**config.mk**
```make
export PLATFORM = sky130hd
export DESIGN_NAME = ach_config_slice
export DESIGN_NICKNAME = d
export VERILOG_FILES = /design/src/ach_pkg.sv /design/src/ach_config_slice.sv
export SDC_FILE = /design/constraint.sdc
export NUM_CORES = 1
export LEC_CHECK = 0
export ABC_AREA = 0
export BUFFER_PORTS_ARGS = -buffer_cell sky130_fd_sc_hd__buf_2
export CAP_MARGIN = 20
export CELL_PAD_IN_SITES_DETAIL_PLACEMENT = 1
export CELL_PAD_IN_SITES_GLOBAL_PLACEMENT = 2
export CORE_MARGIN = 4
export CORE_UTILIZATION = 18
export DETAILED_ROUTE_END_ITERATION = 10
export HOLD_SLACK_MARGIN = 0.05
export PLACE_DENSITY_LB_ADDON = 0.1
export SYNTH_ARGS = -nofsm -noshare
export SYNTH_HDL_FRONTEND = slang
export SYNTH_SLANG_ARGS = --single-unit
```
**constraint.sdc**
```tcl
create_clock -name i_clk -period 5.4 [get_ports i_clk]
set_clock_uncertainty 0.15 [all_clocks]
set_input_delay 1.08 -clock i_clk [delete_from_list [all_inputs] [get_ports i_clk]]
set_output_delay 1.08 -clock i_clk [all_outputs]
set_load 0.01 [all_outputs]
```
**src/ach_pkg.sv**
```systemverilog
// constants for the aperture configuration header slice
// assumes configuration offsets are byte offsets and accesses are dword wide with byte enables
package ach_pkg;
  // dword-aligned configuration offsets
  localparam logic [7:0] ACH_CLASS_DW_OFS = 8'h08;
  localparam logic [7:0] ACH_TIMER_DW_OFS = 8'h0C;
  localparam logic [7:0] ACH_BASE_DW_OFS = 8'h10;
  // byte offsets of the single-byte registers
  localparam logic [7:0] ACH_SUBCAT_OFS = 8'h0A;
  localparam logic [7:0] ACH_CATEGORY_OFS = 8'h0B;
  localparam logic [7:0] ACH_LATENCY_OFS = 8'h0D;
  localparam logic [7:0] ACH_LAYOUT_OFS = 8'h0E;
  // constant byte values
  localparam logic [7:0] ACH_SUBCAT_VAL = 8'h00;
  localparam logic [7:0] ACH_CATEGORY_VAL = 8'h06;
  localparam logic [7:0] ACH_LATENCY_VAL = 8'h00;
  localparam logic [7:0] ACH_LAYOUT_VAL = 8'h00;
  // window base field layout
  localparam int ACH_BASE_LSB = 22;
  localparam int ACH_SIZE_BITS = 6;
  localparam int ACH_UPPER_BITS = 4;
  localparam logic [9:0] ACH_BASE_STORE_RST = 10'h000;
  localparam logic [3:0] ACH_BASE_ATTR = 4'h8;
  localparam logic [17:0] ACH_BASE_ZERO_MID = 18'h00000;
  localparam logic [31:0] ACH_BASE_RST = 32'h00000008;
endpackage : ach_pkg

```
**src/ach_config_slice.sv**
```systemverilog
// aperture configuration header slice: class bytes, stub bytes and graphics window base
// assumes a dword configuration access port on the host clock and same-clock inputs
// for the size select register and the hub config word
`timescale 1ns/1ps

// What this block does
// - sub-category byte at 0Ah reads constant 00h, writes ignored
// - category byte at 0Bh reads constant 06h, writes ignored
// - latency timer byte at 0Dh reads zero, writes ignored
// - header layout byte at 0Eh reads zero, writes ignored
// - window base bits 31:28 are read/write storage, reset zero
// - window base bits 27:22 are storage or zero per size select
// - writable low bits choose 4, 8, 16, 32 MB up to 256 MB
// - all-ones write reads back zero in every held-zero bit
// - window accesses blocked while the hub config gate bit blocks
// - size select bit n gates window base bit 22+n
// - all-zero size select makes bits 27:22 zero, 256 MB
// - window base bits 21:4 read zero, minimum 4 MB
// - bit 3 reads one, bits 2:0 read zero
module ach_config_slice
  import ach_pkg::*;
(
  input wire logic i_clk,
  input wire logic i_rst,
  input wire logic i_cfg_wr,
  input wire logic i_cfg_rd,
  input wire logic [7:0] i_cfg_addr,
  input wire logic [3:0] i_cfg_byte_en,
  input wire logic [31:0] i_cfg_wdata,
  input wire logic [ACH_SIZE_BITS-1:0] i_aperture_size_select,
  input wire logic i_hub_config_word_gate,
  input wire logic i_win_req,
  input wire logic [31:0] i_win_addr,
  output logic [31:0] o_cfg_rdata,
  output logic o_cfg_done,
  output logic o_win_hit,
  output logic o_win_blocked
);

  // decode on the dword address; low two bits are covered by byte enables
  wire logic [7:0] dw_addr = {i_cfg_addr[7:2], 2'b00};
  wire logic sel_class = (dw_addr == ACH_CLASS_DW_OFS);
  wire logic sel_timer = (dw_addr == ACH_TIMER_DW_OFS);
  wire logic sel_base = (dw_addr == ACH_BASE_DW_OFS);

  // stored window base bits 31:22; bits below are constants
  logic [9:0] base_reg;
  logic [9:0] base_next;
  logic [31:0] rdata_reg;
  logic [31:0] rdata_next;
  logic done_reg;
  logic hit_reg;
  logic blocked_reg;

  // gate mask: size select bit n enables base bit 22+n
  wire logic [9:0] store_mask = {{ACH_UPPER_BITS{1'b1}}, i_aperture_size_select};
  wire logic [9:0] base_eff = base_reg & store_mask;
  wire logic [31:0] base_view = {base_eff, ACH_BASE_ZERO_MID, ACH_BASE_ATTR};

  // byte-lane write merge; held-zero bits never capture ones
  wire logic base_wr = i_cfg_wr & sel_base;
  wire logic [9:0] lane_en = {{8{i_cfg_byte_en[3]}}, {2{i_cfg_byte_en[2]}}};
  wire logic [9:0] wr_bits = i_cfg_wdata[31:ACH_BASE_LSB] & store_mask;

  // base next value: upper bits plain storage, lower bits gated
  always_comb
  begin
    base_next = base_reg;
    if (base_wr)
    begin
      base_next = (base_reg & ~lane_en) | (wr_bits & lane_en);
    end
  end

  // read mux; the class and timer dwords hold only constants, so writes there are
  // accepted and dropped, other lanes of those dwords belong elsewhere and read zero
  always_comb
  begin
    rdata_next = 32'h00000000;
    if (sel_class)
    begin
      rdata_next = {ACH_CATEGORY_VAL, ACH_SUBCAT_VAL, 16'h0000};
    end
    else if (sel_timer)
    begin
      rdata_next = {8'h00, ACH_LAYOUT_VAL, ACH_LATENCY_VAL, 8'h00};
    end
    else if (sel_base)
    begin
      rdata_next = base_view;
    end
  end

  // window compare: upper bits always, gated bits only where writable
  wire logic [9:0] win_diff = (i_win_addr[31:ACH_BASE_LSB] ^ base_eff) & store_mask;
  wire logic win_match = (win_diff == 10'h000);
  wire logic win_open = i_hub_config_word_gate; // high lets the window through

  // configuration state and answers
  always_ff @(posedge i_clk)
  begin
    if (i_rst)
    begin
      base_reg <= ACH_BASE_STORE_RST;
      rdata_reg <= 32'h00000000;
      done_reg <= 1'b0;
    end
    else
    begin
      base_reg <= base_next;
      rdata_reg <= i_cfg_rd ? rdata_next : rdata_reg;
      done_reg <= i_cfg_rd | i_cfg_wr; // every access completes, no error
    end
  end

  // window hit and block flags, one cycle after the request
  always_ff @(posedge i_clk)
  begin
    if (i_rst)
    begin
      hit_reg <= 1'b0;
      blocked_reg <= 1'b0;
    end
    else
    begin
      hit_reg <= i_win_req & win_match & win_open;
      blocked_reg <= i_win_req & win_match & ~win_open;
    end
  end

  assign o_cfg_rdata = rdata_reg;
  assign o_cfg_done = done_reg;
  assign o_win_hit = hit_reg;
  assign o_win_blocked = blocked_reg;

  // checks on the register view and the window gate
  subcat_read_a: assert property (@(posedge i_clk) disable iff (i_rst)
    (i_cfg_rd && sel_class) |=> (o_cfg_rdata[23:16] == ACH_SUBCAT_VAL))
    else $error("sub-category byte not 00h");

  category_read_a: assert property (@(posedge i_clk) disable iff (i_rst)
    (i_cfg_rd && sel_class) |=> (o_cfg_rdata[31:24] == ACH_CATEGORY_VAL))
    else $error("category byte not 06h");

  latency_zero_a: assert property (@(posedge i_clk) disable iff (i_rst)
    (i_cfg_rd && sel_timer) |=> (o_cfg_rdata[15:8] == ACH_LATENCY_VAL))
    else $error("latency byte not zero");

  layout_zero_a: assert property (@(posedge i_clk) disable iff (i_rst)
    (i_cfg_rd && sel_timer) |=> (o_cfg_rdata[23:16] == 8'h00))
    else $error("header layout byte not zero");

  upper_base_a: assert property (@(posedge i_clk) disable iff (i_rst)
    (base_wr && i_cfg_byte_en[3]) |=> (base_reg[9:6] == $past(i_cfg_wdata[31:28])))
    else $error("upper base bits did not take the write");

  gated_bits_a: assert property (@(posedge i_clk) disable iff (i_rst)
    (i_cfg_rd && sel_base) |=> ((o_cfg_rdata[27:22] & ~$past(i_aperture_size_select)) == 6'h00))
    else $error("gated base bit read nonzero");

  const_bits_a: assert property (@(posedge i_clk) disable iff (i_rst)
    (i_cfg_rd && sel_base) |=> (o_cfg_rdata[21:0] == ACH_BASE_RST[21:0]))
    else $error("base low bits not 008h");

  ro_write_a: assert property (@(posedge i_clk) disable iff (i_rst)
    (i_cfg_wr && (sel_class || sel_timer)) |=> ($stable(base_reg) && o_cfg_done))
    else $error("read-only write disturbed state");

  window_block_a: assert property (@(posedge i_clk) disable iff (i_rst)
    (i_win_req && !i_hub_config_word_gate) |=> (!o_win_hit))
    else $error("window hit while gate blocks");

  // window flags, worked out from the stored bits and the address pins rather
  // than from the compare wires, so a broken compare cannot vouch for itself
  hit_open_a: assert property (@(posedge i_clk) disable iff (i_rst)
    (i_win_req && i_hub_config_word_gate && (i_win_addr[31:28] == base_reg[9:6])
      && (((i_win_addr[27:22] ^ base_reg[5:0]) & i_aperture_size_select) == 6'h00)) |=> o_win_hit)
    else $error("open window request not flagged as hit");

  blocked_flag_a: assert property (@(posedge i_clk) disable iff (i_rst)
    (i_win_req && !i_hub_config_word_gate && (i_win_addr[31:28] == base_reg[9:6])
      && (((i_win_addr[27:22] ^ base_reg[5:0]) & i_aperture_size_select) == 6'h00)) |=> o_win_blocked)
    else $error("gated window request not flagged as blocked");

  upper_miss_a: assert property (@(posedge i_clk) disable iff (i_rst)
    (i_win_req && (i_win_addr[31:28] != base_reg[9:6])) |=> (!o_win_hit && !o_win_blocked))
    else $error("request outside the window raised a flag");

  // register state and answer timing
  gated_store_a: assert property (@(posedge i_clk) disable iff (i_rst)
    (base_wr && i_cfg_byte_en[3] && i_cfg_byte_en[2]) |=> (base_reg[5:0] == ($past(i_cfg_wdata[27:22]) & $past(i_aperture_size_select))))
    else $error("gated base bits stored against size select");

  lane_keep_a: assert property (@(posedge i_clk) disable iff (i_rst)
    (base_wr && !i_cfg_byte_en[3] && !i_cfg_byte_en[2]) |=> $stable(base_reg))
    else $error("base changed by a write with its lanes off");

  reset_base_a: assert property (@(posedge i_clk) disable iff (i_rst)
    $fell(i_rst) |-> ((base_reg == ACH_BASE_STORE_RST) && (o_cfg_rdata == 32'h00000000)))
    else $error("base storage not zero after reset");

  done_pulse_a: assert property (@(posedge i_clk) disable iff (i_rst)
    (i_cfg_rd || i_cfg_wr) |=> o_cfg_done)
    else $error("access did not complete");

  write_quiet_a: assert property (@(posedge i_clk) disable iff (i_rst)
    (i_cfg_wr && !i_cfg_rd) |=> $stable(o_cfg_rdata))
    else $error("read data changed on a write");

  upper_read_a: assert property (@(posedge i_clk) disable iff (i_rst)
    (i_cfg_rd && sel_base) |=> (o_cfg_rdata[31:28] == $past(base_reg[9:6])))
    else $error("upper base bits read back wrong");

  size_default_a: assert property (@(posedge i_clk) disable iff (i_rst)
    (i_cfg_rd && sel_base && (i_aperture_size_select == 6'h00)) |=> (o_cfg_rdata[27:22] == 6'h00))
    else $error("gated bits nonzero with size select all zero");

  base_attr_a: assert property (@(posedge i_clk) disable iff (i_rst)
    (i_cfg_rd && sel_base) |=> (o_cfg_rdata[3:0] == ACH_BASE_ATTR))
    else $error("base attribute bits not 8h");

endmodule : ach_config_slice

```
==> results of run 1 <==
-- layout make-up --
cell class | instances | area (um^2)
tap | 77 | 96.3
clock buffer | 3 | 41.3
inverter | 2 | 7.51
sequential | 24 | 480
multi-input combinational | 116 | 634
timing repair buffer | 53 | 265
fill | 792 | 4940
clock inverter | 1 | 30.0
-- path summary, 6_finish.rpt --
path	endpoint	start	slack, ns	cells past startpoint
setup / recovery	flop	i_cfg_addr[7]	2.90	5
setup reg to reg	o_win_blocked	flop	3.77	4
hold / removal	o_cfg_rdata[31]	o_cfg_rdata[31]	0.33	2
hold reg to reg	o_cfg_rdata[31]	o_cfg_rdata[31]	0.33	2
-- per-stage QoR --
| step | utilization | std cells | instance area, um^2 |
|---|---|---|---|
| 6_report | 0.239 | 276 | 1560 |
| 5_1_grt | 0.239 | 276 | 1560 |
| 4_1_cts | 0.239 | 276 | 1560 |
| 3_5_place_dp | 0.228 | 272 | 1480 |
| 3_3_place_gp | 0.228 | 272 | 1480 |
| 2_1_floorplan | - | 168 | 1310 |
-- report_power, final --
| part | switching [W] | internal [W] |
|---|---|---|
| clock network | 0.0000607 | 0.0000991 |
| registers | 0.000000280 | 0.000178 |
| logic | 0.0000249 | 0.0000163 |
-- cell families after synthesis --
family | share of synthesized area
AO/OA/AOI/OAI | 0.120
XOR/XNOR | 0.0640
buffers and inverters | 0.155
flip-flops | 0.390
multiplexers | 0.00813
other | 0.00305
AND/OR/NAND/NOR | 0.259
-- cells in the mapped netlist (2+ instances only) --
master,instances
o21ai_0,2
nand3_1,14
nand4_1,4
a21oi_1,20
nor2_1,4
xor2_1,7
buf_4,21
nand2b_1,14
xnor2_1,2
inv_1,2
dfxtp_1,24
nand2_1,16
clkbuf_1,4
-- worst max-delay path, cell delays in order --
cell and delay, ns:
buf_2 0.10, or4_4 0.58, or3_1 0.54, nand2_1 0.12, a21oi_1 0.06
-- routing by layer --
layer | global-route usage | wire length (um) | vias to the layer above
li1 | - | - | 562
met1 | 0.108 | 1520 | 527
met2 | 0.164 | 1950 | 34
met3 | 0.0200 | 214 | 2
met4 | 0.0268 | 40 | 0
met5 | 0 | 0 | -
==> flow_summary.json, run 1 <==
{
  "rsz0062_at_grt": "false",
  "grt-ovfl-total": 0,
  "final_cell_mix": "buf_2, dfxtp_1, conb_1",
  "cts_setup_buffers": 0,
  "grt_antenna_before_repair": 0,
  "tns_ns": 0,
  "worstSetupStartpointType": "primary input",
  "clk_pin_slew_ns": 0.09,
  "synthFlopType": "dfxtp_1",
  "clock_latency_ns": 0.27,
  "yosysTopAreaCell": "dfxtp_1",
  "htree_num_levels": 1,
  "diodes": 0,
  "fin_ws_ns": 2.90,
  "dieArea_um2": 8230,
  "worst-setup-path-type": "in -> reg",
  "synth_area_um2": 1230,
  "drt-vias-per-instance": 4.08,
  "portBuffers": 53,
  "synth_edf_count": 0,
  "crit_required_ns": 5.39,
  "ys_seq_area_frac": 0.390,
  "cts_resized": 0,
  "hold_path_class": "reg -> reg",
  "routedWlPerCell_um": 13.5,
  "firstDrtPassIters": 4,
  "drv_slew": 0,
  "hpwl_mm": 3.10,
  "cp-end-kind": "flop",
  "cts_tree": "done",
  "numCtsBuffers": 3,
  "p_per_area_nw_per_um2": 244,
  "maxCapViolations": 0,
  "drtAntennaViolNets": 0,
  "grt_start_max_net_pins": 24,
  "fin_nets": 288,
  "grt_pass1_vias": 1238,
  "netlist_instances": 148,
  "drt_wl_total_mm": 3.73,
  "hold_viol_final": 0,
  "final_common_cell": "buf_2",
  "async_flop_share": 0,
  "hold_slack_ns": 0.327,
  "top_level_ports": 123,
  "synth_top_cell_area_share": 0.390,
  "die_w_um": 90.7,
  "vias": 1125,
  "drive_gt1_frac": 0.302,
  "dpl_worst_slack_ns": 2.61,
  "fin_crit_ns": 2.50,
  "leakage_nw": 0.674,
  "avgSynthCellArea_um2": 8.32,
  "cp_max_fo": 8,
  "synth_area_leaders": "dfxtp_1, buf_4, a21oi_1",
  "die_height_um": 90.7,
  "gp_congestion": 0.714,
  "gr-usage-all-layers": 0.0914,
  "period_share": 0.463,
  "core-area_um2": 6490,
  "worst-endpoint-arrival_ns": 2.49,
  "fmax_mhz": 400,
  "yosys_warnings": 0,
  "drc": 0,
  "setup_viol": 0,
  "num_rows": 29,
  "drt_iter0_drc": 56,
  "vdd_drop_max_mv": 0.0790,
  "grt_pass1_wl_mm": 6.09,
  "postCtsHoldBufs": 0,
  "cts-root-buf": "clkbuf_8",
  "yosys_register_bits": 24,
  "power_w": 0.000379,
  "cts_sinks": 24,
  "status": "completed",
  "start_util": 0.190,
  "ys_types": 27,
  "clk_path_buf_depth": 2,
  "area_delta_synth_final_pct": 26.3
}
No activity file was read; power rests on OpenSTA's default activity.
==> run 2: changes to the inputs <==
CORE_UTILIZATION = 17   (was 18)
clock period = 2.4 ns   (was 5.4 ns; I/O delays follow)
==> flow_summary.json, run 2 (synthesis results as in run 1) <==
{
  "p_switching_w": 0.000186,
  "cp_slowest_cell": "or4_4",
  "min_delay_path_depth": 2,
  "postCtsHoldBufs": 0,
  "clock_latency_ns": 0.26,
  "maxCapViolations": 0,
  "grt_pass1_wl_mm": 5.95,
  "cp_cell_sequence": "buf_2 -> or4_4 -> or3_1 -> nand2_1 -> a21oi_1",
  "r2r_cells": 4,
  "core-area_um2": 6910,
  "clk_pin_slew_ns": 0.09,
  "area_delta_synth_final_pct": 26.9,
  "cp_max_fo": 8,
  "status": "completed",
  "routedWlPerCell_um": 13.0,
  "hpwl_mm": 3.11,
  "dieArea_um2": 8670,
  "top_level_ports": 123,
  "leakage_nw": 0.667,
  "hold_viol_final": 0,
  "hold_path_class": "in -> reg",
  "clockPowerShare": 0.359,
  "grt-ovfl-total": 0,
  "period_share": 0.796,
  "vdd_drop_max_mv": 0.173,
  "n_fill_cell": 874,
  "grt_start_max_net_pins": 24,
  "drt_wl_total_mm": 3.85,
  "firstDrtPassIters": 4,
  "fin_nets": 288,
  "crit_buf_inv": 1,
  "drc": 0,
  "die_w_um": 93.1,
  "tns_ns": 0,
  "dpl.cell_count": 291,
  "cts-root-buf": "clkbuf_8",
  "swShare": 0.242,
  "gr-usage-all-layers": 0.0886,
  "setup_viol": 0,
  "drv_slew": 0,
  "num_rows": 30,
  "fin_ws_ns": 0.490,
  "cp_top_family": "simple AND/OR/NAND/NOR gates",
  "portBuffers": 53,
  "grt_antenna_before_repair": 0,
  "fin_crit_ns": 1.91,
  "grt_pass1_vias": 1231,
  "max_stage_delay_ns": 0.57,
  "dpl_worst_slack_ns": 0.182,
  "cp-end-kind": "flop",
  "htree_num_levels": 1,
  "internal-power_w": 0.000582,
  "final_common_cell": "buf_2",
  "drt_iter0_drc": 52,
  "worst-endpoint-arrival_ns": 1.90,
  "cts_sinks": 24,
  "worstSetupStartpointType": "primary input",
  "fmax_mhz": 524,
  "gp_congestion": 0.810,
  "r2r_end": "o_win_blocked",
  "fin_cells": 295,
  "cts_setup_buffers": 0,
  "worst-setup-path-type": "in -> reg",
  "rsz0062_at_grt": "false",
  "drive_gt1_frac": 0.302,
  "numCtsBuffers": 3,
  "vias": 1125,
  "holdPathEnd": "o_win_blocked",
  "seq_power_share": 0.520,
  "die_height_um": 93.1,
  "drt-vias-per-instance": 3.81,
  "start_util": 0.178,
  "crit_required_ns": 2.39,
  "final_cell_mix": "buf_2, dfxtp_1, conb_1",
  "rrSetupSlack_ns": 0.76,
  "clk_path_buf_depth": 2,
  "cts_tree": "done",
  "diodes": 0,
  "p_per_area_nw_per_um2": 492,
  "drtAntennaViolNets": 0,
  "hold_start": "i_hub_config_word_gate",
  "cts_resized": 0,
  "power_frac_comb": 0.121
}
run 2: cell count changes in the layout (fill, tap and decap cells not counted), sizes merged:
cell,previous run,this run
clkbuf,3,4
bufinv,1,0
run 2: power by group through the flow:
stage | Sequential (W) | Combinational (W) | Clock [W]
after floorplan | 0.000410 | 0.0000688 | 0
after global placement | 0.000410 | 0.0000926 | 0
after detailed placement | 0.000410 | 0.0000938 | 0
after CTS | 0.000400 | 0.0000941 | 0.000287
after global routing | 0.000400 | 0.000104 | 0.000301
final | 0.000400 | 0.0000929 | 0.000276
run 2: worst reg2reg max path, delay by kind of cell, from the launching register on:
kind                      cells  cell delay (ns)
AOI/OAI and AO/OA             1             0.40
xor gates and xnor gates      1             0.17
DFF                           1             0.35
and+or+nand+nor               2             0.48
run 2: cell type report:
class                      count  area, um^2  share of cell area
inverter                       2        7.51             0.00480
sequential                    24         480               0.307
clock buffer                   4        55.1              0.0352
tap                           96         120              0.0769
timing repair buffer          53         265               0.170
multi-input combinational    116         634               0.406
run 2: stage by stage:
step	util	total power, W	hold slack [ns]	instance area, um^2
final	0.226	0.000769	0.246	1560
after global routing	0.226	0.000806	0.233	1560
after CTS	0.226	0.000781	0.242	1560
after detailed placement	0.218	0.000503	0.307	1510
after global placement	0.218	0.000502	0.307	1510
after floorplan	-	0.000479	0.300	1310
run 2: metal layers:
layer / wire [um] / GRT usage
met4: 65 / 0.0354
met5: 0 / 0
met1: 1640 / 0.103
met3: 174 / 0.0137
met2: 1970 / 0.161
run 2: worst max-delay path by stage:
stage / start / endpoint / slack (ns) / depth (start not counted)
final: i_cfg_addr[7] / flop / 0.49 / 5
after global routing: i_cfg_addr[7] / flop / 0.42 / 5
after CTS: i_cfg_addr[7] / flop / 0.47 / 5
after detailed placement: i_cfg_addr[7] / flop / 0.18 / 5
after global placement: i_cfg_addr[7] / flop / 0.19 / 5
after floorplan: i_cfg_addr[7] / flop / 0.45 / 5
